[config.mk]
export PLATFORM = sky130hd
export DESIGN_NAME = trap_and_interrupt_sequencer
export DESIGN_NICKNAME = d
export VERILOG_FILES = /design/src/include/trap_seq_pkg.sv /design/src/verilog/trap_rank.sv /design/src/verilog/irq_pick.sv /design/src/verilog/trap_and_interrupt_sequencer.sv
export SDC_FILE = /design/constraint.sdc
export NUM_CORES = 1
export LEC_CHECK = 0
export BUFFER_PORTS_ARGS = -buffer_cell sky130_fd_sc_hd__buf_4
export CORE_UTILIZATION = 40
export CTS_BUF_LIST = sky130_fd_sc_hd__clkbuf_4 sky130_fd_sc_hd__clkbuf_8 sky130_fd_sc_hd__clkbuf_16
export DETAILED_ROUTE_END_ITERATION = 8
export PLACE_DENSITY = 0.75
export SYNTH_ARGS = -nofsm -noshare
export SYNTH_HDL_FRONTEND = slang
export SYNTH_HIERARCHICAL = 1
export SYNTH_SLANG_ARGS = --single-unit
[constraint.sdc]
create_clock -name i_clk -period 33.8 [get_ports i_clk]
set_clock_uncertainty 0.05 [all_clocks]
set_input_delay 6.76 -clock i_clk [delete_from_list [all_inputs] [get_ports i_clk]]
set_output_delay 6.76 -clock i_clk [all_outputs]
set_load 0.005 [all_outputs]
[src/include/trap_seq_pkg.sv]
// Purpose: constants and carriers of the trap and interrupt sequencer
// Assumes: one instruction cycle per clock, APB register access
// Notes:   all offsets are byte addresses of 32-bit words
// Summary of operation
// [RULE_01] Any reset restarts fetch at address zero
// [RULE_02] Word zero holds jump to start address
// [RULE_03] Watchdog, uninit pointer, bad opcode, lockout reset
// [RULE_04] Flushed unused opcode raises no trap
// [RULE_05] Traps unmaskable, levels 8-15, trap bit set
// [RULE_06] Level 0111 blocks interrupts, not traps
// [RULE_07] Offending instruction completes before trap entry
// [RULE_08] Divide by zero, oversize shift take math trap
// [RULE_09] Enabled accumulator overflows take math trap
// [RULE_10] Misaligned, unimplemented, vector fetch: address trap
// [RULE_11] Cross X/Y path access counts unimplemented
// [RULE_12] Jumps into unimplemented program raise address trap
// [RULE_13] Stack pointer above limit or below floor
// [RULE_14] Oscillator failure raises its trap
// [RULE_15] Fixed trap ranks: math 11, hard 12-14
// [RULE_16] Lower hard trap during higher: reset, flag
// [RULE_17] Flags sampled every cycle, enabled flag requests
// [RULE_18] Interrupt only when strictly above current level
// [RULE_19] Push PC and status, load level, pop back
// [RULE_20] Trap bit clear for interrupts, set for traps
// [RULE_21] Alternate table select moves every vector fetch
// [RULE_22] Default vectors 0x04-0xFE; fetching them traps
// [RULE_23] Alternate select is bit 15 of control two
// [RULE_24] Trap beats interrupt in the same cycle
package trap_seq_pkg;

   // ****************************************
   // Register map
   // ****************************************
   localparam logic [7:0]  REG_CTRL1   = 8'h00;
   localparam logic [7:0]  REG_CTRL2   = 8'h04;
   localparam logic [7:0]  REG_FLAG    = 8'h08;
   localparam logic [7:0]  REG_ENABLE  = 8'h0C;
   localparam logic [7:0]  REG_STACK_LIMIT_REG   = 8'h10;
   localparam logic [7:0]  REG_SR      = 8'h14;
   localparam logic [7:0]  REG_CORE    = 8'h18;
   localparam logic [7:0]  REG_RESET   = 8'h1C;
   localparam logic [7:0]  REG_STATE   = 8'h20;

   // ****************************************
   // Field positions and reset values
   // ****************************************
   localparam int          B_OVF_EN    = 10;
   localparam int          B_CAT_EN    = 8;
   localparam int          B_SHIFT     = 7;
   localparam int          B_DIV0      = 6;
   localparam int          B_MATH      = 4;
   localparam int          B_ADDR      = 3;
   localparam int          B_STK       = 2;
   localparam int          B_OSC       = 1;
   localparam int          B_ALT       = 15;
   localparam int          B_TRAP_BIT  = 3;
   localparam int          B_CONFLICT  = 15;
   localparam int          B_ILLEGAL   = 14;
   localparam int          B_WDT       = 4;
   localparam int          B_UNINIT    = 1;
   localparam int          SR_IPL_LSB  = 5;
   localparam logic [15:0] CTRL1_WMASK = 16'h05DE;
   localparam logic [15:0] CTRL1_RST   = 16'h0000;
   localparam logic [15:0] STACK_LIMIT_REG_RST   = 16'h0FFE;
   localparam logic [15:0] SP_FLOOR    = 16'h0800;

   // ****************************************
   // Program space and levels
   // ****************************************
   localparam logic [23:0] RESET_VEC   = 24'h000000;
   localparam logic [23:0] DEF_LO      = 24'h000004;
   localparam logic [23:0] DEF_HI      = 24'h0000FE;
   localparam logic [23:0] ALT_LO      = 24'h000104;
   localparam logic [23:0] ALT_HI      = 24'h0001FE;
   localparam logic [23:0] PROG_END    = 24'h002000;
   localparam logic [3:0]  LVL_MATH    = 4'hB;
   localparam logic [3:0]  LVL_HARD0   = 4'hC;
   localparam logic [3:0]  LVL_TRAP0   = 4'h8;
   localparam logic [5:0]  IRQ_VEC0    = 6'h08;
   localparam int          N_IRQ       = 16;

   // ****************************************
   // Carriers
   // ****************************************
   typedef struct packed {
      logic        instr_done;
      logic        div_zero;
      logic        shift_over;
      logic        acc_ovf31;
      logic        guard_used;
      logic        acc_ovf39;
      logic        sat_en;
      logic        misaligned;
      logic        unimpl_data;
      logic        unimpl_prog;
      logic        mac_split;
      logic        x_into_y;
      logic        y_into_x;
      logic        branch_bad;
      logic        fetch_valid;
      logic [23:0] fetch_addr;
      logic        illegal_op;
      logic        flushed;
      logic        uninit_w;
      logic        wdt_timeout;
      logic        sp_load;
      logic [15:0] sp_value;
      logic        osc_fail;
      logic        ret_op;
      logic [23:0] pc;
   } core_evt_t;

   typedef struct packed {
      logic [23:0] pc;
      logic [7:0]  status_low_byte;
      logic        trap_bit;
   } frame_t;

endpackage

[src/verilog/trap_rank.sv]
// Purpose: rank pending traps and detect hard trap conflicts
// Assumes: bit i of a hard vector is level 12+i
// Notes:   purely combinational
`timescale 1ns/1ns
module trap_rank
   import trap_seq_pkg::*;
(
   // Trap state
   input  wire logic       i_soft_pend,
   input  wire logic [3:0] i_hard_pend,
   input  wire logic [3:0] i_hard_srv,
   input  wire logic [3:0] i_hard_new,
   // Result
   output logic            o_any,
   output logic [3:0]      o_level,
   output logic [3:0]      o_top_hard,
   output logic            o_conflict
);
   logic [3:0] busy;
   assign busy = i_hard_pend | i_hard_srv | i_hard_new;

   always_comb begin
      o_any      = i_soft_pend | (|i_hard_pend);
      o_level    = i_soft_pend ? LVL_MATH : 4'h0; // see [RULE_15]
      o_top_hard = 4'h0;
      o_conflict = 1'b0;
      for (int i = 0; i < 4; i++) begin
         if (i_hard_pend[i]) begin
            o_level    = LVL_HARD0 + 4'(i);
            o_top_hard = 4'(1 << i);
         end
         for (int j = i + 1; j < 4; j++) begin
            if (i_hard_new[i] && busy[j]) begin
               o_conflict = 1'b1; // see [RULE_16]
            end
         end
      end
   end
endmodule

[src/verilog/irq_pick.sv]
// Purpose: pick the highest priority pending enabled request
// Assumes: priority 0 means the source is disabled
// Notes:   ties go to the lowest source index
`timescale 1ns/1ns
module irq_pick
   import trap_seq_pkg::*;
(
   // Requests
   input  wire logic [N_IRQ-1:0]      i_req,
   input  wire logic [N_IRQ-1:0][2:0] i_prio,
   // Winner
   output logic [2:0]                 o_level,
   output logic [3:0]                 o_index
);
   always_comb begin
      o_level = 3'h0;
      o_index = 4'h0;
      for (int i = N_IRQ - 1; i >= 0; i--) begin
         if (i_req[i] && i_prio[i] >= o_level && i_prio[i] != 3'h0) begin
            o_level = i_prio[i];
            o_index = 4'(i);
         end
      end
   end
endmodule

[src/verilog/trap_and_interrupt_sequencer.sv]
// Purpose: trap detection, ranking, interrupt selection, reset causes
// Assumes: one clock is one instruction cycle; the core pushes frames
// Notes:   registers reached over APB with no wait states
//
// Chosen here: the register addresses and the APB slave port.
`timescale 1ns/1ns
module trap_and_interrupt_sequencer
   import trap_seq_pkg::*;
(
   // Clock and reset
   input  wire logic                  i_clk,
   input  wire logic                  i_resetn,
   // APB slave
   input  wire logic                  i_psel,
   input  wire logic                  i_penable,
   input  wire logic                  i_pwrite,
   input  wire logic [7:0]            i_paddr,
   input  wire logic [31:0]           i_pwdata,
   output logic [31:0]                o_prdata,
   output logic                       o_pready,
   output logic                       o_pslverr,
   // Core pipeline
   input  wire core_evt_t             i_evt,
   input  wire frame_t                i_pop,
   output logic                       o_core_reset,
   output logic                       o_pc_load,
   output logic [23:0]                o_pc_value,
   output logic                       o_take,
   output logic [23:0]                o_vector,
   output frame_t                     o_frame,
   output logic [3:0]                 o_level,
   // Peripherals
   input  wire logic [N_IRQ-1:0]      i_irq_evt,
   input  wire logic [N_IRQ-1:0][2:0] i_irq_prio
);

   // ****************************************
   // Helpers
   // ****************************************
   function automatic logic in_range(input logic [23:0] a,
                                     input logic [23:0] lo,
                                     input logic [23:0] hi);
      in_range = (a >= lo) && (a <= hi);
   endfunction

   function automatic logic is_wr(input logic [7:0] a,
                                  input logic       go,
                                  input logic [7:0] sel);
      is_wr = go && (a == sel);
   endfunction

   // ****************************************
   // State
   // ****************************************
   logic [15:0]      ctrl1_r;
   logic             alt_r;
   logic [N_IRQ-1:0] flag_r;
   logic [N_IRQ-1:0] enable_r;
   logic [15:0]      stack_limit_reg_r;
   logic [2:0]       ipl_r;
   logic             trap_bit_r;
   logic [15:0]      reset_control_reg_r;
   logic             math_pend_r;
   logic [3:0]       hard_pend_r;
   logic [3:0]       hard_srv_r;
   logic             osc_prev_r;
   logic             pready_r;
   logic             pslverr_r;
   logic [31:0]      prdata_r;
   logic             core_reset_r;
   logic             pc_load_r;
   logic [23:0]      pc_value_r;
   logic             take_r;
   logic [23:0]      vector_r;
   frame_t           frame_r;

   // ****************************************
   // Bus decode
   // ****************************************
   logic        setup;
   logic        wr_go;
   logic        hit;
   logic [31:0] rd_mux;
   logic [31:0] state_word;

   assign setup = i_psel & ~i_penable;
   assign wr_go = i_psel & i_penable & i_pwrite & pready_r;
   assign hit   = (i_paddr == REG_CTRL1) | (i_paddr == REG_CTRL2)
                | (i_paddr == REG_FLAG) | (i_paddr == REG_ENABLE)
                | (i_paddr == REG_STACK_LIMIT_REG) | (i_paddr == REG_SR)
                | (i_paddr == REG_CORE) | (i_paddr == REG_RESET)
                | (i_paddr == REG_STATE);
   assign state_word = {16'h0000, hard_srv_r, hard_pend_r,
                        3'h0, math_pend_r, trap_bit_r, ipl_r};
   assign rd_mux =
      (i_paddr == REG_CTRL1)  ? {16'h0000, ctrl1_r} :
      (i_paddr == REG_CTRL2)  ? {16'h0000, alt_r, 15'h0000} :
      (i_paddr == REG_FLAG)   ? {16'h0000, flag_r} :
      (i_paddr == REG_ENABLE) ? {16'h0000, enable_r} :
      (i_paddr == REG_STACK_LIMIT_REG)  ? {16'h0000, stack_limit_reg_r} :
      (i_paddr == REG_SR)     ? {24'h000000, ipl_r, 5'h00} :
      (i_paddr == REG_CORE)   ? {28'h0000000, trap_bit_r, 3'h0} :
      (i_paddr == REG_RESET)  ? {16'h0000, reset_control_reg_r} :
      (i_paddr == REG_STATE)  ? state_word : 32'h00000000;

   logic we_ctrl1;
   logic we_ctrl2;
   logic we_flag;
   logic we_enable;
   logic we_stack_limit_reg;
   logic we_sr;
   logic we_reset;

   assign we_ctrl1  = is_wr(i_paddr, wr_go, REG_CTRL1);
   assign we_ctrl2  = is_wr(i_paddr, wr_go, REG_CTRL2);
   assign we_flag   = is_wr(i_paddr, wr_go, REG_FLAG);
   assign we_enable = is_wr(i_paddr, wr_go, REG_ENABLE);
   assign we_stack_limit_reg  = is_wr(i_paddr, wr_go, REG_STACK_LIMIT_REG);
   assign we_sr     = is_wr(i_paddr, wr_go, REG_SR);
   assign we_reset  = is_wr(i_paddr, wr_go, REG_RESET);

   // ****************************************
   // Trap detection
   // ****************************************
   logic math_hit;
   logic vec_fetch;
   logic bad_fetch;
   logic addr_hit;
   logic stk_hit;
   logic osc_hit;
   logic [3:0] hard_new;

   // Guard bits in use or saturation on absorb the overflow
   assign math_hit = i_evt.div_zero | i_evt.shift_over // see [RULE_08]
      | (ctrl1_r[B_OVF_EN] & i_evt.acc_ovf31 & ~i_evt.guard_used) // see [RULE_09]
      | (ctrl1_r[B_CAT_EN] & i_evt.acc_ovf39 & ~i_evt.sat_en);
   assign vec_fetch = i_evt.fetch_valid // see [RULE_22]
      & (in_range(i_evt.fetch_addr, DEF_LO, DEF_HI)
       | in_range(i_evt.fetch_addr, ALT_LO, ALT_HI));
   // A return to a bad address shows up as this fetch
   assign bad_fetch = i_evt.fetch_valid & (i_evt.fetch_addr >= PROG_END); // see [RULE_12]
   assign addr_hit = i_evt.misaligned | i_evt.unimpl_data // see [RULE_10]
      | i_evt.unimpl_prog | vec_fetch | bad_fetch | i_evt.branch_bad
      | (i_evt.mac_split & (i_evt.x_into_y | i_evt.y_into_x)); // see [RULE_11]
   assign stk_hit = i_evt.sp_load // see [RULE_13]
      & ((i_evt.sp_value > stack_limit_reg_r) | (i_evt.sp_value < SP_FLOOR));
   assign osc_hit = i_evt.osc_fail & ~osc_prev_r; // see [RULE_14]
   assign hard_new = {1'b0, osc_hit, stk_hit, addr_hit};

   logic       trap_any;
   logic [3:0] trap_level;
   logic [3:0] top_hard;
   logic       conflict;

   trap_rank u_rank (
      .i_soft_pend (math_pend_r),
      .i_hard_pend (hard_pend_r),
      .i_hard_srv  (hard_srv_r),
      .i_hard_new  (hard_new),
      .o_any       (trap_any),
      .o_level     (trap_level),
      .o_top_hard  (top_hard),
      .o_conflict  (conflict)
   );

   // ****************************************
   // Interrupt requests
   // ****************************************
   logic [N_IRQ-1:0] irq_req;
   logic [2:0]       irq_level;
   logic [3:0]       irq_idx;

   assign irq_req = flag_r & enable_r; // see [RULE_17]

   irq_pick u_pick (
      .i_req   (irq_req),
      .i_prio  (i_irq_prio),
      .o_level (irq_level),
      .o_index (irq_idx)
   );

   // ****************************************
   // Exception decision
   // ****************************************
   logic        illegal_hit;
   logic        force_rst;
   logic [3:0]  cur_level;
   logic        boundary;
   logic        take_trap;
   logic        take_irq;
   logic [5:0]  vec_num;
   logic [23:0] vec_base;
   logic [3:0]  take_hard;

   assign illegal_hit = i_evt.illegal_op & ~i_evt.flushed; // see [RULE_04]
   assign force_rst = i_evt.wdt_timeout | i_evt.uninit_w // see [RULE_03]
                    | illegal_hit | conflict; // see [RULE_16]
   assign cur_level = {trap_bit_r, ipl_r};
   // A return in the same cycle defers any entry to the next boundary
   assign boundary = i_evt.instr_done & ~i_evt.ret_op & ~force_rst; // see [RULE_07]
   assign take_trap = boundary & trap_any & (trap_level > cur_level); // see [RULE_05]
   // Irq level is at most 7, so level 0111 or any trap blocks it
   assign take_irq = boundary & ~take_trap // see [RULE_24]
                   & ({1'b0, irq_level} > cur_level); // see [RULE_18] see [RULE_06]
   assign vec_num = take_trap ? {2'h0, trap_level - LVL_TRAP0}
                              : IRQ_VEC0 + {2'h0, irq_idx};
   assign vec_base = alt_r ? ALT_LO : DEF_LO; // see [RULE_21]
   assign take_hard = take_trap ? top_hard : 4'h0;

   // ****************************************
   // Next values
   // ****************************************
   logic [15:0] ctrl1_nxt;
   logic [15:0] trap_flags;
   logic [3:0]  hard_ack;
   logic [15:0] reset_control_reg_nxt;
   logic [15:0] reset_control_reg_set;

   assign trap_flags = (16'(i_evt.shift_over) << B_SHIFT)
                     | (16'(i_evt.div_zero) << B_DIV0)
                     | (16'(math_hit) << B_MATH)
                     | (16'(addr_hit) << B_ADDR)
                     | (16'(stk_hit) << B_STK)
                     | (16'(osc_hit) << B_OSC);
   // Hardware set wins over a software clear in the same cycle
   assign ctrl1_nxt = ((we_ctrl1 ? i_pwdata[15:0] : ctrl1_r) & CTRL1_WMASK)
                    | trap_flags;
   // Clearing a hard trap's flag is its acknowledge
   assign hard_ack = {1'b0, ctrl1_nxt[B_OSC], ctrl1_nxt[B_STK], ctrl1_nxt[B_ADDR]};
   assign reset_control_reg_set = (16'(conflict) << B_CONFLICT)
                   | (16'(illegal_hit) << B_ILLEGAL)
                   | (16'(i_evt.wdt_timeout) << B_WDT)
                   | (16'(i_evt.uninit_w) << B_UNINIT);
   assign reset_control_reg_nxt = ((we_reset ? (reset_control_reg_r & ~i_pwdata[15:0]) : reset_control_reg_r)) | reset_control_reg_set;

   // ****************************************
   // Registers
   // ****************************************
   always_ff @(posedge i_clk or negedge i_resetn) begin
      if (!i_resetn) begin
         ctrl1_r  <= CTRL1_RST;
         alt_r    <= 1'b0;
         flag_r   <= '0;
         enable_r <= '0;
         stack_limit_reg_r  <= STACK_LIMIT_REG_RST;
         reset_control_reg_r   <= 16'h0000;
      end else begin
         ctrl1_r  <= ctrl1_nxt;
         alt_r    <= we_ctrl2 ? i_pwdata[B_ALT] : alt_r; // see [RULE_23]
         flag_r   <= (we_flag ? i_pwdata[N_IRQ-1:0] : flag_r) | i_irq_evt; // see [RULE_17]
         enable_r <= we_enable ? i_pwdata[N_IRQ-1:0] : enable_r;
         stack_limit_reg_r  <= we_stack_limit_reg ? i_pwdata[15:0] : stack_limit_reg_r;
         reset_control_reg_r   <= reset_control_reg_nxt;
      end
   end

   always_ff @(posedge i_clk or negedge i_resetn) begin
      if (!i_resetn) begin
         math_pend_r <= 1'b0;
         hard_pend_r <= 4'h0;
         hard_srv_r  <= 4'h0;
         ipl_r       <= 3'h0;
         trap_bit_r  <= 1'b0;
      end else if (force_rst) begin
         math_pend_r <= 1'b0;
         hard_pend_r <= 4'h0;
         hard_srv_r  <= 4'h0;
         ipl_r       <= 3'h0;
         trap_bit_r  <= 1'b0;
      end else begin
         math_pend_r <= math_hit | (math_pend_r & ~(take_trap & ~(|top_hard)));
         hard_pend_r <= hard_new | (hard_pend_r & ~take_hard);
         hard_srv_r  <= (hard_srv_r | take_hard) & hard_ack; // see [RULE_16]
         if (take_trap | take_irq) begin
            ipl_r      <= take_trap ? trap_level[2:0] : irq_level; // see [RULE_19]
            trap_bit_r <= take_trap; // see [RULE_05] see [RULE_20]
         end else if (i_evt.ret_op) begin
            ipl_r      <= i_pop.status_low_byte[SR_IPL_LSB +: 3]; // see [RULE_19]
            trap_bit_r <= i_pop.trap_bit;
         end else if (we_sr) begin
            ipl_r      <= i_pwdata[SR_IPL_LSB +: 3];
         end
      end
   end

   always_ff @(posedge i_clk or negedge i_resetn) begin
      if (!i_resetn) begin
         osc_prev_r   <= 1'b0;
         core_reset_r <= 1'b0;
         pc_load_r    <= 1'b1;
         pc_value_r   <= RESET_VEC;
         take_r       <= 1'b0;
         vector_r     <= 24'h000000;
         frame_r      <= '0;
      end else begin
         osc_prev_r   <= i_evt.osc_fail;
         core_reset_r <= force_rst; // see [RULE_03]
         // The core's jump at word zero then reaches the start code
         pc_load_r    <= force_rst; // see [RULE_01] see [RULE_02]
         pc_value_r   <= RESET_VEC;
         take_r       <= take_trap | take_irq;
         if (take_trap | take_irq) begin
            vector_r <= vec_base + {17'h00000, vec_num, 1'b0}; // see [RULE_15]
            frame_r  <= '{pc: i_evt.pc, status_low_byte: {ipl_r, 5'h00}, trap_bit: trap_bit_r};
         end
      end
   end

   // Reads are latched in the setup cycle, so access ends in one cycle
   always_ff @(posedge i_clk or negedge i_resetn) begin
      if (!i_resetn) begin
         pready_r  <= 1'b0;
         pslverr_r <= 1'b0;
         prdata_r  <= 32'h00000000;
      end else begin
         pready_r  <= setup;
         pslverr_r <= setup & ~hit;
         prdata_r  <= setup ? rd_mux : prdata_r;
      end
   end

   assign o_prdata     = prdata_r;
   assign o_pready     = pready_r;
   assign o_pslverr    = pslverr_r;
   assign o_core_reset = core_reset_r;
   assign o_pc_load    = pc_load_r;
   assign o_pc_value   = pc_value_r;
   assign o_take       = take_r;
   assign o_vector     = vector_r;
   assign o_frame      = frame_r;
   assign o_level      = {trap_bit_r, ipl_r};
endmodule

Yosys cells after proc, flatten, opt, wreduce, memory -nomap -nowiden
Index checks and enable logic that the tools add are counted.
- order comparisons: 25
- shift operators: 0
- multiply operators: 0
- reduce and logical (&&, ||, !) cells: 68
- eq/ne operators: 8
- mux-type cells: 73
- add/sub/neg operators: 3
- bitwise logic cells: 81
- div/mod/pow operators: 0
- operators by type and width (cell ; number):
    $mux 16 ; 11
    $mux 4 ; 25
    $mux 3 ; 22
    $reduce_bool 3->1 ; 17
    $logic_and 1x1->1 ; 47
    $ge 3x3->1 ; 15
    $and 16x16->16 ; 2
    $eq 8x5->1 const B ; 4
    $or 16x16->16 ; 2
    $or 1x1->1 ; 26
    $ge 24x14->1 const B ; 1
    $ge 24x3->1 const B ; 1
    $ge 24x9->1 const B ; 1
    $le 24x8->1 const B ; 1
    $le 24x9->1 const B ; 1
    $and 1x1->1 ; 23
    $eq 8x4->1 const B ; 2
    $gt 16x16->1 ; 1
    $lt 16x12->1 const B ; 1
    $not 16->16 ; 1
    $or 16x15->16 ; 1
    $or 16x2->16 ; 1
    $or 16x5->16 ; 1
    $mux 1 ; 11
    other kinds (28) ; 40
- register bits after elaboration: 179
- bits in latches: 0
- memory bits (read-only): 0
- logic and storage cells: 280
- bits in writable memories: 0
- memories: 0

Longest topological paths before layout
Gate-level depths: netlist (run 1).
- word-level depth: 69
- depth in mapped cells: 126
- mapped depth without buffers: 124

Hierarchy
The synthesis (run 1) kept the hierarchy.
- modules (own cells, without submodules) (module ; cells each ; area an instance (um^2) ; sequential area each (um^2) ; times used):
    trap_and_interrupt_sequencer ; 738 ; 7613.6 ; 3568.4 ; 1
    irq_pick ; 368 ; 2451.1 ; 0.0 ; 1
    trap_rank ; 19 ; 120.1 ; 0.0 ; 1

Least setup slack after synthesis (run 1)
No wires, ideal clock.
- path type: in2reg
- from: input i_irq_prio[47] (netlist name)
- to: register frame_r, in the netlist o_frame[24]
- data arrival time: 27699 ps
- buffers on the path: 2
- path slack: 5926 ps
- required time: 33625 ps
- stages on the path: 118
- path through: nand2_1 -> ha_1 -> nand2_2 -> o21ai_4 -> nand2_2 -> o21ai_0 -> ha_1 -> nand2b_1 -> maj3_1 -> nor3_1 -> o22a_1 -> nor2_1 -> mux2_2 -> ha_1 -> nand2b_1 -> and2_2 -> a21oi_1 -> a311o_1 -> [... 82 more ...] -> o31ai_1 -> nand2_1 -> mux2_4 -> ha_1 -> nand2b_1 -> a21o_1 -> a21oi_1 -> nor2b_1 -> o21a_1 -> o21ai_1 -> ha_1 -> nor2b_1 -> o21a_1 -> o2111ai_1 -> a21boi_1 -> buf_6 -> buf_6 -> mux2_4
- word-level cells in the longest chain between the ends: 67
- ends and longest elaborated chain (element ; RTL line ; RTL):
    start: declaration ; trap_and_interrupt_sequencer.sv:34 ; input wire logic [N_IRQ-1:0][2:0] i_irq_prio
    $ge 3x1->1 ; irq_pick.sv:19 ; if (i_req[i] && i_prio[i] >= o_level && i_prio[i] != 3'h0) begin
    $logic_and 1x1->1 (2 in a row) ; irq_pick.sv:19 ;
    $mux 3 * ; irq_pick.sv:19 ;
    $ge 3x3->1 ; irq_pick.sv:19 ;
    $logic_and 1x1->1 (2 in a row) ; irq_pick.sv:19 ;
    $mux 3 * ; irq_pick.sv:19 ;
    $ge 3x3->1 ; irq_pick.sv:19 ;
    $logic_and 1x1->1 (2 in a row) ; irq_pick.sv:19 ;
    [... 48 more ...] ; -- ;
    $mux 3 * ; irq_pick.sv:19 ;
    $ge 3x3->1 ; irq_pick.sv:19 ;
    $logic_and 1x1->1 (2 in a row) ; irq_pick.sv:19 ;
    $mux 3 * ; irq_pick.sv:19 ;
    named net irq_level[1] ; trap_and_interrupt_sequencer.sv:170 ; logic [2:0] irq_level;
    $gt 3x4->1 * ; trap_and_interrupt_sequencer.sv:204 ; & ({1'b0, irq_level} > cur_level);
    $and 1x1->1 * ; trap_and_interrupt_sequencer.sv:204 ;
    $or 1x1->1 * ; trap_and_interrupt_sequencer.sv:302 ; if (take_trap | take_irq) begin
    end signal: assignment ; trap_and_interrupt_sequencer.sv:304 ; frame_r <= '{pc: i_evt.pc, status_low_byte: {ipl_r, 5'h00}, trap_bit: trap_bit_r};
    end: declaration ; trap_and_interrupt_sequencer.sv:75 ; frame_t frame_r;
The timed path passes the listed nets; every way through them passes the cells marked *.
A chain may end at the register's enable or synchronous reset.

Final worst setup path (run 1)
- from: input i_irq_prio[47] (netlist name)
- to: register frame_r, in the netlist o_frame[16]
The elaborated chain is that of the path after synthesis.

==> results of run 1 <==
[registers in the layout (all words and copies together), names as in the netlist]
register and cells:
o_core_reset 1, reset_control_reg_r 16, osc_prev_r 1, hard_pend_r 4, hard_srv_r 3, o_pc_load 1
o_pready 1, ctrl1_r 8, enable_r 16, alt_r 1, o_frame 28, o_pslverr 1
trap_bit_r 1, ipl_r 3, o_vector 7, flag_r 16, stack_limit_reg_r 16, o_prdata 16
math_pend_r 1, o_take 1
[cell usage after synthesis, drive strengths merged, types with 8 or more instances]
cell type	n	area, um2
nand2b	22	138
a21oi	71	385
and2	31	199
a22oi	22	165
nor2	67	256
mux2	54	661
o21ai	88	459
a211o	22	193
a21o	14	108
nand3	19	95.1
nand4	10	62.6
a221oi	8	70.1
nor4	8	50.1
a31oi	12	75.1
nand2	121	464
dfstp	12	315
inv	51	191
nor3	21	148
and3	9	56.3
buf	80	589
o31ai	9	81.3
ha	44	551
mux2i	12	124
o211ai	15	113
nor2b	32	208
dfrtp	130	3250
o221ai	8	70.1
clkbuf	22	82.6
a21boi	18	135
[kinds of logic after synthesis]
kind of cell,Yosys count
AND/OR/NAND/NOR,369
other,1
adder cells (fa/ha/maj),47
flip-flops,142
buffers and inverters,153
multiplexers,66
AO/OA/AOI/OAI,347
[per-stage QoR]
| stage | power [mW] | cell area [um2] | hold WS [ns] | worst slack (ns) |
|---|---|---|---|---|
| detailed placement | 0.232 | 12100 | 0.417 | 2.64 |
| CTS | 0.427 | 12700 | 0.431 | 2.97 |
| finish | 0.426 | 12700 | 0.433 | 2.75 |
| global placement | 0.231 | 12100 | 0.409 | 3.00 |
| global route | 0.440 | 12700 | 0.451 | 0.789 |
| floorplan | 0.204 | 10400 | 0.399 | 5.93 |
[cell type report]
type,instances,area [um2]
antenna,1,2.50
clock buffer,18,433
clock inverter,14,181
fill,2345,12400
inverter,51,191
multi-input combinational,895,6010
sequential,142,3570
tap,330,413
timing repair buffer,250,1880
[power breakdown]
part           leakage, nW  total [mW]  internal [mW]  switching [mW]
clock                0.282       0.197          0.118          0.0784
sequential            1.77       0.175          0.173         0.00197
combinational         3.87      0.0546         0.0260          0.0286
total                 5.92       0.426          0.317           0.109
[per-layer routing]
metal / vias to the layer above / wire (um)
met5: - / 0
met4: 0 / 1010
met2: 426 / 14700
li1: 4451 / -
met3: 51 / 2100
met1: 4575 / 12300
[worst paths after layout]
kind / startpoint / end
max: i_irq_prio[47] / o_frame[16]$_DFFE_PN0N_
min: reset_control_reg_r[15]$_DFF_PN0_ / reset_control_reg_r[15]$_DFF_PN0_
max reg2reg: enable_r[15]$_DFFE_PN0P_ / o_frame[16]$_DFFE_PN0N_
min reg2reg: reset_control_reg_r[15]$_DFF_PN0_ / reset_control_reg_r[15]$_DFF_PN0_
max in group asynchronous: i_resetn / ctrl1_r[10]$_DFFE_PN0P_
min in group asynchronous: i_resetn / o_frame[24]$_DFFE_PN0N_
==> impl_metrics.xml, run 1 <==
<?xml version="1.0" encoding="UTF-8"?>
<metrics>
  <group name="global_route">
    <metric name="groute.layer.met2.usage" unit="%">39.1</metric>
    <metric name="pin_count_of_the_biggest_net_entering_global_routing" unit="">76</metric>
    <metric name="globalRoute.busiestLayer" unit="">met2</metric>
    <metric name="initial_antenna_violation_count" unit="">1</metric>
    <metric name="groute.usage.overall" unit="%">22.9</metric>
    <metric name="gr-usage-met3" unit="%">2.98</metric>
    <metric name="wire_length_of_the_first_global_routing_pass" unit="um">47200</metric>
    <metric name="overflow" unit="">0</metric>
    <metric name="global_route.usage.met1" unit="%">29.3</metric>
    <metric name="first_global_vias" unit="">9021</metric>
  </group>
  <group name="sta">
    <metric name="setup-tns-final" unit="ns">0</metric>
    <metric name="finalMaxSlewViolations" unit="">0</metric>
    <metric name="final-hold-violation-count" unit="">0</metric>
    <metric name="period_share" unit="%">91.9</metric>
    <metric name="setup_viol" unit="">0</metric>
    <metric name="tightest_slew" unit="ns">1.06</metric>
    <metric name="slew_headroom" unit="%">29.0</metric>
    <metric name="rsz0062_at_grt" unit="">false</metric>
    <metric name="final_period_minus_worst_setup_slack" unit="ns">31.05</metric>
    <metric name="fmaxAchievable" unit="GHz">0.0322</metric>
  </group>
  <group name="setup_path">
    <metric name="critical_path_arrival" unit="ns">31.30</metric>
    <metric name="setup.reg_to_reg.worst_slack" unit="ns">8.54</metric>
    <metric name="critical_path.max_stage_delay" unit="ns">0.72</metric>
    <metric name="r2r_cells" unit="">118</metric>
    <metric name="critical_path.endpoint_type" unit="">flop</metric>
    <metric name="timing.critical_path.max_delay_family" unit="">compound AO/OA/AOI/OAI gates</metric>
    <metric name="worstSetupPathType" unit="">primary input to flop</metric>
    <metric name="timing.critical_path.slowest_stage_cell" unit="">o2111ai_1</metric>
    <metric name="crit_path_start_kind" unit="">primary input</metric>
    <metric name="cp_num_cells" unit="">118</metric>
    <metric name="cp.buffers_inverters" unit="">4</metric>
    <metric name="timing.critical_path.fanout_max" unit="">38</metric>
    <metric name="cpMostUsedCell" unit="">ha_1</metric>
    <metric name="required_arrival_time_at_the_worst_endpoint" unit="ns">34.04</metric>
  </group>
  <group name="clock_network">
    <metric name="clk-insertion-delay-late" unit="ns">0.42</metric>
    <metric name="cts_resized" unit="">0</metric>
    <metric name="hold_buffers" unit="">0</metric>
    <metric name="ctsRootBufferMaster" unit="">clkbuf_16</metric>
    <metric name="clock_path_buffers" unit="">2</metric>
    <metric name="cts_tree" unit="">yes</metric>
    <metric name="postCtsSetupRepairBufs" unit="">0</metric>
    <metric name="sinks_on_clock_net" unit="">142</metric>
    <metric name="path_clk_slew" unit="ns">0.06</metric>
    <metric name="cts-buffers-inserted" unit="">17</metric>
    <metric name="cts_h_tree_lvls" unit="">4</metric>
  </group>
  <group name="power">
    <metric name="power_density" unit="nW/um2">33.6</metric>
    <metric name="power.leakage" unit="nW">5.92</metric>
    <metric name="irDropWorstVdd" unit="uV">35.4</metric>
  </group>
  <group name="logic_synthesis">
    <metric name="yosys.area_share.xor_xnor" unit="%">0</metric>
    <metric name="flop_and_latch_count_out_of_synthesis" unit="">142</metric>
    <metric name="post_synth_inst_count" unit="">1125</metric>
    <metric name="synthMuxAreaShare" unit="%">7.70</metric>
    <metric name="post_synth_fa_ha_maj_area_fraction" unit="%">5.70</metric>
    <metric name="synth_flop_cell" unit="">dfrtp_1</metric>
    <metric name="synth_seq_area_share" unit="%">35.0</metric>
    <metric name="number_of_flops_mapped_to_enable_cells_by_yosys" unit="">0</metric>
    <metric name="yosys.cell_types.count" unit="">93</metric>
    <metric name="synth_compound_area_share" unit="%">24.0</metric>
    <metric name="postSynthAreaPerCell" unit="um2">9.05</metric>
    <metric name="synth_async_sr_flop_share" unit="%">100</metric>
    <metric name="synth_simple_gate_area_share" unit="%">19.0</metric>
    <metric name="ys.warnings.count" unit="">6</metric>
    <metric name="synth_top_family_by_area" unit="">compound AO/OA/AOI/OAI gates</metric>
    <metric name="post_synth_instance_area" unit="um2">10200</metric>
  </group>
  <group name="routing">
    <metric name="postRouteAntennaNets" unit="">0</metric>
    <metric name="drt-wirelength-per-cell" unit="um">17.7</metric>
    <metric name="post_drt_via_cell_ratio" unit="">5.59</metric>
    <metric name="finalWirelength" unit="um">30100</metric>
    <metric name="num_vias" unit="">9503</metric>
    <metric name="drtPass1Iterations" unit="">7</metric>
    <metric name="drt_first_iter_violations" unit="">891</metric>
    <metric name="drcViolationCount" unit="">0</metric>
  </group>
  <group name="finish">
    <metric name="final_core_utilization" unit="%">50.5</metric>
    <metric name="drive_gt1_share" unit="%">27.9</metric>
    <metric name="p_r_area_growth_vs_syn" unit="%">24.5</metric>
    <metric name="nets" unit="">1629</metric>
    <metric name="layoutNonFillerInstCount" unit="">1701</metric>
    <metric name="layout.cells.most_common_list" unit="">buf_4, dfrtp_1, nand2_1, o21ai_0, conb_1</metric>
    <metric name="mostFrequentLayoutCell" unit="">buf_4</metric>
  </group>
  <group name="worst_hold_path">
    <metric name="hold_class" unit="">flop to flop</metric>
    <metric name="min_delay_path_depth" unit="">1</metric>
  </group>
  <group name="status">
    <metric name="run_status" unit="">complete, no violations</metric>
  </group>
  <group name="die">
    <metric name="die_area" unit="um2">26100</metric>
    <metric name="core_region_area" unit="um2">25100</metric>
    <metric name="die_w" unit="um">162</metric>
    <metric name="rows" unit="">58</metric>
    <metric name="dieHeight" unit="um">162</metric>
    <metric name="top_level_ports" unit="">350</metric>
    <metric name="initial_utilization" unit="%">40.6</metric>
  </group>
  <group name="placed_design">
    <metric name="place.detailed.hpwl" unit="um">23700</metric>
    <metric name="place_congestion" unit="">0.938</metric>
    <metric name="post-place-cells" unit="">1668</metric>
    <metric name="portBuffers" unit="">241</metric>
  </group>
  <group name="flow_run">
    <metric name="max-cap-violations" unit="">0</metric>
  </group>
</metrics>
(Power assumes the default switching activity.)
==> run 2, diff against run 1 <==
- CORE_UTILIZATION: 40 -> 56
- PLACE_DENSITY: 0.75 -> 0.95
- clock period: 33.8 -> 36.5 ns (I/O delays scaled with it)
==> run 2 against run 1 <==
  * Core utilization increased by 21 points
  * Worst hold slack improved by 0.0058 ns
  * Setup slack improved by 1.7 ns
  * Sequential power decreased by 7%
  * Critical path depth unchanged
  * Combinational power decreased by 5.9%
==> impl_metrics.xml, run 2 (same netlist as run 1, synthesis figures left out) <==
<?xml version="1.0" encoding="UTF-8"?>
<metrics>
  <group name="sta">
    <metric name="tightest_slew" unit="ns">1.10</metric>
    <metric name="final_period_minus_worst_setup_slack" unit="ns">32.05</metric>
    <metric name="period_share" unit="%">87.8</metric>
    <metric name="slew_headroom" unit="%">26.4</metric>
    <metric name="setup_viol" unit="">0</metric>
    <metric name="rsz0062_at_grt" unit="">false</metric>
    <metric name="finalMaxSlewViolations" unit="">0</metric>
    <metric name="final-hold-violation-count" unit="">0</metric>
    <metric name="fmaxAchievable" unit="GHz">0.0312</metric>
    <metric name="hold_ws" unit="ns">0.439</metric>
    <metric name="setup-tns-final" unit="ns">0</metric>
  </group>
  <group name="clock_network">
    <metric name="clock_path_buffers" unit="">2</metric>
    <metric name="cts_h_tree_lvls" unit="">4</metric>
    <metric name="cts-buffers-inserted" unit="">17</metric>
    <metric name="cts_resized" unit="">0</metric>
    <metric name="hold_buffers" unit="">0</metric>
    <metric name="path_clk_slew" unit="ns">0.06</metric>
    <metric name="postCtsSetupRepairBufs" unit="">0</metric>
    <metric name="ctsRootBufferMaster" unit="">clkbuf_16</metric>
    <metric name="cts_tree" unit="">yes</metric>
    <metric name="sinks_on_clock_net" unit="">142</metric>
    <metric name="clk-insertion-delay-late" unit="ns">0.42</metric>
  </group>
  <group name="placed_design">
    <metric name="place_congestion" unit="">0.944</metric>
    <metric name="portBuffers" unit="">241</metric>
    <metric name="post-place-cells" unit="">1561</metric>
    <metric name="place.detailed.hpwl" unit="um">23500</metric>
  </group>
  <group name="setup_path">
    <metric name="crit_path_start_kind" unit="">primary input</metric>
    <metric name="timing.critical_path.fanout_max" unit="">38</metric>
    <metric name="critical_path_arrival" unit="ns">32.30</metric>
    <metric name="timing.critical_path.slowest_stage_cell" unit="">o2111ai_1</metric>
    <metric name="critical_path.endpoint_type" unit="">flop</metric>
    <metric name="r2r_cells" unit="">118</metric>
    <metric name="worstSetupPathType" unit="">primary input to flop</metric>
    <metric name="cpMostUsedCell" unit="">ha_1</metric>
    <metric name="required_arrival_time_at_the_worst_endpoint" unit="ns">36.74</metric>
    <metric name="critical_path.max_stage_delay" unit="ns">0.79</metric>
  </group>
  <group name="power">
    <metric name="power.leakage" unit="nW">5.92</metric>
    <metric name="power_density" unit="nW/um2">31.3</metric>
    <metric name="irDropWorstVdd" unit="uV">27.2</metric>
  </group>
  <group name="routing">
    <metric name="post_drt_via_cell_ratio" unit="">6.21</metric>
    <metric name="finalWirelength" unit="um">31500</metric>
    <metric name="drt-wirelength-per-cell" unit="um">19.7</metric>
    <metric name="drtPass1Iterations" unit="">9</metric>
    <metric name="postRouteAntennaNets" unit="">0</metric>
    <metric name="num_vias" unit="">9889</metric>
    <metric name="drt_first_iter_violations" unit="">1141</metric>
    <metric name="drcViolationCount" unit="">0</metric>
  </group>
  <group name="global_route">
    <metric name="wire_length_of_the_first_global_routing_pass" unit="um">48900</metric>
    <metric name="overflow" unit="">0</metric>
    <metric name="initial_antenna_violation_count" unit="">0</metric>
    <metric name="pin_count_of_the_biggest_net_entering_global_routing" unit="">83</metric>
    <metric name="first_global_vias" unit="">9639</metric>
    <metric name="groute.usage.overall" unit="%">34.1</metric>
  </group>
  <group name="flow_run">
    <metric name="max-cap-violations" unit="">0</metric>
  </group>
  <group name="worst_hold_path">
    <metric name="min_delay_path_depth" unit="">1</metric>
    <metric name="hold_class" unit="">flop to flop</metric>
  </group>
  <group name="finish">
    <metric name="p_r_area_growth_vs_syn" unit="%">23.2</metric>
    <metric name="final_core_utilization" unit="%">71.5</metric>
    <metric name="largest_register_ffs" unit="">28</metric>
    <metric name="layout.cells.most_common_list" unit="">buf_4, dfrtp_1, nand2_1, o21ai_0, conb_1</metric>
    <metric name="antenna-diode-count" unit="">0</metric>
    <metric name="layoutNonFillerInstCount" unit="">1593</metric>
    <metric name="mostFrequentLayoutCell" unit="">buf_4</metric>
    <metric name="nets" unit="">1627</metric>
    <metric name="drive_gt1_share" unit="%">27.9</metric>
  </group>
  <group name="status">
    <metric name="run_status" unit="">complete, no violations</metric>
  </group>
  <group name="die">
    <metric name="core_region_area" unit="um2">17500</metric>
    <metric name="top_level_ports" unit="">350</metric>
    <metric name="die_w" unit="um">137</metric>
    <metric name="initial_utilization" unit="%">58.1</metric>
    <metric name="dieHeight" unit="um">137</metric>
    <metric name="die_area" unit="um2">18700</metric>
    <metric name="rows" unit="">48</metric>
  </group>
</metrics>
-- run 2: changes by cell type in the layout (fill, tap and decap cells not counted), sizes merged --
cell / before / now
buf: 250 / 248
clkbuf: 18 / 19
clkinv: 0 / 7
clkinvlp: 6 / 3
diode: 1 / 0
inv: 56 / 51
-- run 2: power by group --
| part | switching [mW] | internal, mW |
|---|---|---|
| Sequential | 0.00196 | 0.160 |
| Clock | 0.0690 | 0.110 |
| Combinational | 0.0274 | 0.0241 |
-- run 2: path summary, 6_finish.rpt --
kind | endpoint | slack [ns] | from
worst max-delay path | o_frame[16]$_DFFE_PN0N_ | 4.45 | i_irq_prio[47]
worst min-delay path | o_vector[6]$_DFFE_PN0N_ | 0.44 | o_vector[6]$_DFFE_PN0N_
worst max register to register | o_frame[16]$_DFFE_PN0N_ | 10.80 | enable_r[15]$_DFFE_PN0P_
worst min register to register | o_vector[6]$_DFFE_PN0N_ | 0.44 | o_vector[6]$_DFFE_PN0N_
max in group asynchronous | ctrl1_r[1]$_DFF_PN0_ | 28.16 | i_resetn
min in group asynchronous | o_frame[14]$_DFFE_PN0N_ | 6.78 | i_resetn
-- run 2: worst max-delay path: cells and delay by family --
| kind | cells | cell delay [ns] |
|---|---|---|
| buffers and inverters | 4 | 0.75 |
| and+or+nand+nor | 41 | 6.12 |
| adders and majority gates | 18 | 5.14 |
| muxes | 7 | 2.37 |
| AOI/OAI and AO/OA | 48 | 10.54 |
-- run 2: stage by stage --
stage / area, um2 / worst slack [ns] / total power, mW
floorplan: 10400 / 8.09 / 0.189
global placement: 11900 / 5.26 / 0.213
detailed placement: 11900 / 4.57 / 0.215
CTS: 12500 / 4.89 / 0.392
global route: 12500 / 2.75 / 0.406
finish: 12500 / 4.45 / 0.393
-- run 2: cell type report --
type	count	area [um2]
clock buffer	19	447
clock inverter	13	166
fill	1268	4990
inverter	51	191
multi-input combinational	895	6020
sequential	142	3570
tap	225	282
timing repair buffer	248	1870
-- run 2: layer usage --
layer / vias to the layer above / track usage [%] / part of all wire, %
li1: 4442 / - / -
met1: 4661 / 40.9 / 37
met2: 653 / 57.1 / 49
met3: 133 / 7.89 / 9.4
met4: 0 / 17.7 / 4.9
met5: - / 0 / 0
==> run 3, diff against run 2 <==
- CORE_UTILIZATION: 56 -> 30
- PLACE_DENSITY: 0.95 -> 0.61
==> run 3 against run 2 <==
  * Setup slack improved by 0.19 ns
  * Total power up 5.0%
  * Design area up 2.7%
  * Combinational power fell by 2%
  * Clock power grew 12%
  * First-iteration DRC count decreased by 40%
  * Die area is 85% higher
  * Sequential share of layout area shrank 0.76 points
==> impl_metrics.xml, run 3 (same netlist as run 1, synthesis figures left out) <==
<?xml version="1.0" encoding="UTF-8"?>
<metrics>
  <group name="status">
    <metric name="run_status" unit="">complete, no violations</metric>
  </group>
  <group name="power">
    <metric name="power.leakage" unit="nW">5.97</metric>
    <metric name="combPwrFrac" unit="%">12.3</metric>
    <metric name="irDropWorstVdd" unit="uV">30.3</metric>
    <metric name="switching_share" unit="%">24.0</metric>
    <metric name="total_switching_power" unit="mW">0.0992</metric>
    <metric name="power_density" unit="nW/um2">32.0</metric>
    <metric name="clock_power_share" unit="%">48.4</metric>
    <metric name="power_frac_seq" unit="%">39.3</metric>
    <metric name="intPower" unit="mW">0.313</metric>
    <metric name="p_total" unit="mW">0.412</metric>
  </group>
  <group name="routing">
    <metric name="drtPass1Iterations" unit="">6</metric>
    <metric name="drt_first_iter_violations" unit="">683</metric>
    <metric name="finalWirelength" unit="um">32000</metric>
    <metric name="drt-wirelength-per-cell" unit="um">17.6</metric>
    <metric name="postRouteAntennaNets" unit="">0</metric>
    <metric name="post_drt_via_cell_ratio" unit="">5.09</metric>
    <metric name="drcViolationCount" unit="">0</metric>
    <metric name="num_vias" unit="">9262</metric>
  </group>
  <group name="finish">
    <metric name="largest_register_ffs" unit="">28</metric>
    <metric name="drive_gt1_share" unit="%">27.9</metric>
    <metric name="antenna-diode-count" unit="">0</metric>
    <metric name="p_r_area_growth_vs_syn" unit="%">26.5</metric>
    <metric name="fillCellCount" unit="">3390</metric>
    <metric name="layout.cells.most_common_list" unit="">buf_4, dfrtp_1, nand2_1, o21ai_0, conb_1</metric>
    <metric name="finalInstanceArea" unit="um2">12900</metric>
    <metric name="layout.area.seq" unit="um2">3570</metric>
    <metric name="nets" unit="">1629</metric>
    <metric name="multi_input_area" unit="um2">6010</metric>
    <metric name="mostFrequentLayoutCell" unit="">buf_4</metric>
  </group>
  <group name="sta">
    <metric name="hold_ws" unit="ns">0.437</metric>
    <metric name="finalMaxSlewViolations" unit="">0</metric>
    <metric name="rsz0062_at_grt" unit="">false</metric>
    <metric name="fmaxAchievable" unit="GHz">0.0314</metric>
    <metric name="tightest_slew" unit="ns">1.08</metric>
    <metric name="final-hold-violation-count" unit="">0</metric>
    <metric name="period_share" unit="%">87.3</metric>
    <metric name="setup_viol" unit="">0</metric>
    <metric name="slew_headroom" unit="%">27.7</metric>
    <metric name="final_period_minus_worst_setup_slack" unit="ns">31.86</metric>
    <metric name="setup-tns-final" unit="ns">0</metric>
  </group>
  <group name="clock_network">
    <metric name="ctsRootBufferMaster" unit="">clkbuf_16</metric>
    <metric name="sinks_on_clock_net" unit="">142</metric>
    <metric name="cts_h_tree_lvls" unit="">4</metric>
    <metric name="cts-buffers-inserted" unit="">17</metric>
    <metric name="path_clk_slew" unit="ns">0.06</metric>
    <metric name="clock_path_buffers" unit="">2</metric>
    <metric name="cts_resized" unit="">0</metric>
    <metric name="postCtsSetupRepairBufs" unit="">0</metric>
    <metric name="hold_buffers" unit="">0</metric>
    <metric name="clk-insertion-delay-late" unit="ns">0.43</metric>
    <metric name="cts_tree" unit="">yes</metric>
  </group>
  <group name="setup_path">
    <metric name="critical_path.endpoint_type" unit="">flop</metric>
    <metric name="cpMostUsedCell" unit="">ha_1</metric>
    <metric name="critical_path_arrival" unit="ns">32.12</metric>
    <metric name="worstSetupPathType" unit="">primary input to flop</metric>
    <metric name="cp-startpoint" unit="">i_irq_prio[47]</metric>
    <metric name="r2r_cells" unit="">118</metric>
    <metric name="setup.reg_to_reg.worst_slack" unit="ns">10.97</metric>
    <metric name="r2r-end" unit="">o_frame[9]$_DFFE_PN0N_</metric>
    <metric name="required_arrival_time_at_the_worst_endpoint" unit="ns">36.76</metric>
    <metric name="crit_path_start_kind" unit="">primary input</metric>
    <metric name="setup.worst_path.end" unit="">o_frame[9]$_DFFE_PN0N_</metric>
    <metric name="crit-reg2reg-launch" unit="">flag_r[15]$_DFF_PN0_</metric>
    <metric name="timing.critical_path.fanout_max" unit="">38</metric>
    <metric name="critical_path.max_stage_delay" unit="ns">0.72</metric>
    <metric name="timing.critical_path.slowest_stage_cell" unit="">o2111ai_1</metric>
  </group>
  <group name="global_route">
    <metric name="initial_antenna_violation_count" unit="">0</metric>
    <metric name="first_global_vias" unit="">8882</metric>
    <metric name="wire_length_of_the_first_global_routing_pass" unit="um">48700</metric>
    <metric name="overflow" unit="">0</metric>
    <metric name="groute.usage.overall" unit="%">18.4</metric>
    <metric name="pin_count_of_the_biggest_net_entering_global_routing" unit="">85</metric>
  </group>
  <group name="worst_hold_path">
    <metric name="beginning_of_the_worst_hold_path" unit="">reset_control_reg_r[14]$_DFF_PN0_</metric>
    <metric name="hold_class" unit="">flop to flop</metric>
  </group>
  <group name="placed_design">
    <metric name="place.detailed.hpwl" unit="um">25400</metric>
    <metric name="place_congestion" unit="">0.899</metric>
    <metric name="placement.cell_area" unit="um2">12200</metric>
    <metric name="portBuffers" unit="">241</metric>
  </group>
  <group name="die">
    <metric name="die_w" unit="um">186</metric>
    <metric name="die_area" unit="um2">34700</metric>
    <metric name="core_region_area" unit="um2">33400</metric>
    <metric name="rows" unit="">67</metric>
    <metric name="initial_utilization" unit="%">30.4</metric>
    <metric name="top_level_ports" unit="">350</metric>
    <metric name="dieHeight" unit="um">186</metric>
  </group>
  <group name="flow_run">
    <metric name="max-cap-violations" unit="">0</metric>
  </group>
</metrics>
run 3: changes by cell type in the layout (fill, tap and decap cells not counted):
| cell | before | now |
|---|---|---|
| buf_4 | 247 | 249 |
| bufinv_16 | 3 | 6 |
| clkbuf_8 | 1 | 0 |
| clkinvlp_4 | 3 | 1 |
| nor3_1 | 13 | 14 |
| nor3_2 | 6 | 5 |
| nor4_1 | 7 | 8 |
| nor4_2 | 1 | 0 |
run 3: layout make-up:
type                       count  area share [%]
multi-input combinational    895            46.7
sequential                   142            27.7
timing repair buffer         250            14.6
tap                          448            4.35
clock buffer                  18            3.36
clock inverter                14            1.87
inverter                      51            1.49
run 3: worst max-delay path: cells and delay by family:
family	cells	cell delay, ns
AOI/OAI and AO/OA	48	10.51
and+or+nand+nor	41	6.03
adders and majority gates	18	5.16
muxes	7	2.36
buffers and inverters	4	0.76
run 3: power groups by stage:
stage	Clock [mW]	Sequential, mW	Combinational (mW)
global placement	0	0.165	0.0499
global route	0.209	0.163	0.0564
detailed placement	0	0.165	0.0507
floorplan	0	0.165	0.0242
CTS	0.203	0.162	0.0509
finish	0.200	0.162	0.0506
run 3: routing by layer:
| layer | vias up | GRT usage [%] | wire, um |
|---|---|---|---|
| met3 | 42 | 3.17 | 1840 |
| met4 | 0 | 6.49 | 782 |
| li1 | 4463 | - | - |
| met5 | - | 0 | 0 |
| met2 | 342 | 30.8 | 15400 |
| met1 | 4415 | 23.7 | 13900 |
run 3: stage by stage:
stage	worst slack, ns	cells	util (%)
2_1_floorplan	8.09	1190	-
3_3_place_gp	4.88	1786	36.5
3_5_place_dp	4.39	1786	36.5
4_1_cts	4.77	1818	38.5
5_1_grt	2.96	1818	38.5
6_report	4.64	1818	38.5
run 3: worst min-delay path by stage:
stage	to	slack [ns]	cells past startpoint
finish	reset_control_reg_r[14]$_DFF_PN0_	0.44	1
floorplan	reset_control_reg_r[14]$_DFF_PN0_	0.40	1
detailed placement	reset_control_reg_r[14]$_DFF_PN0_	0.42	1
global placement	reset_control_reg_r[14]$_DFF_PN0_	0.41	1
global route	reset_control_reg_r[15]$_DFF_PN0_	0.46	1
CTS	reset_control_reg_r[14]$_DFF_PN0_	0.43	1
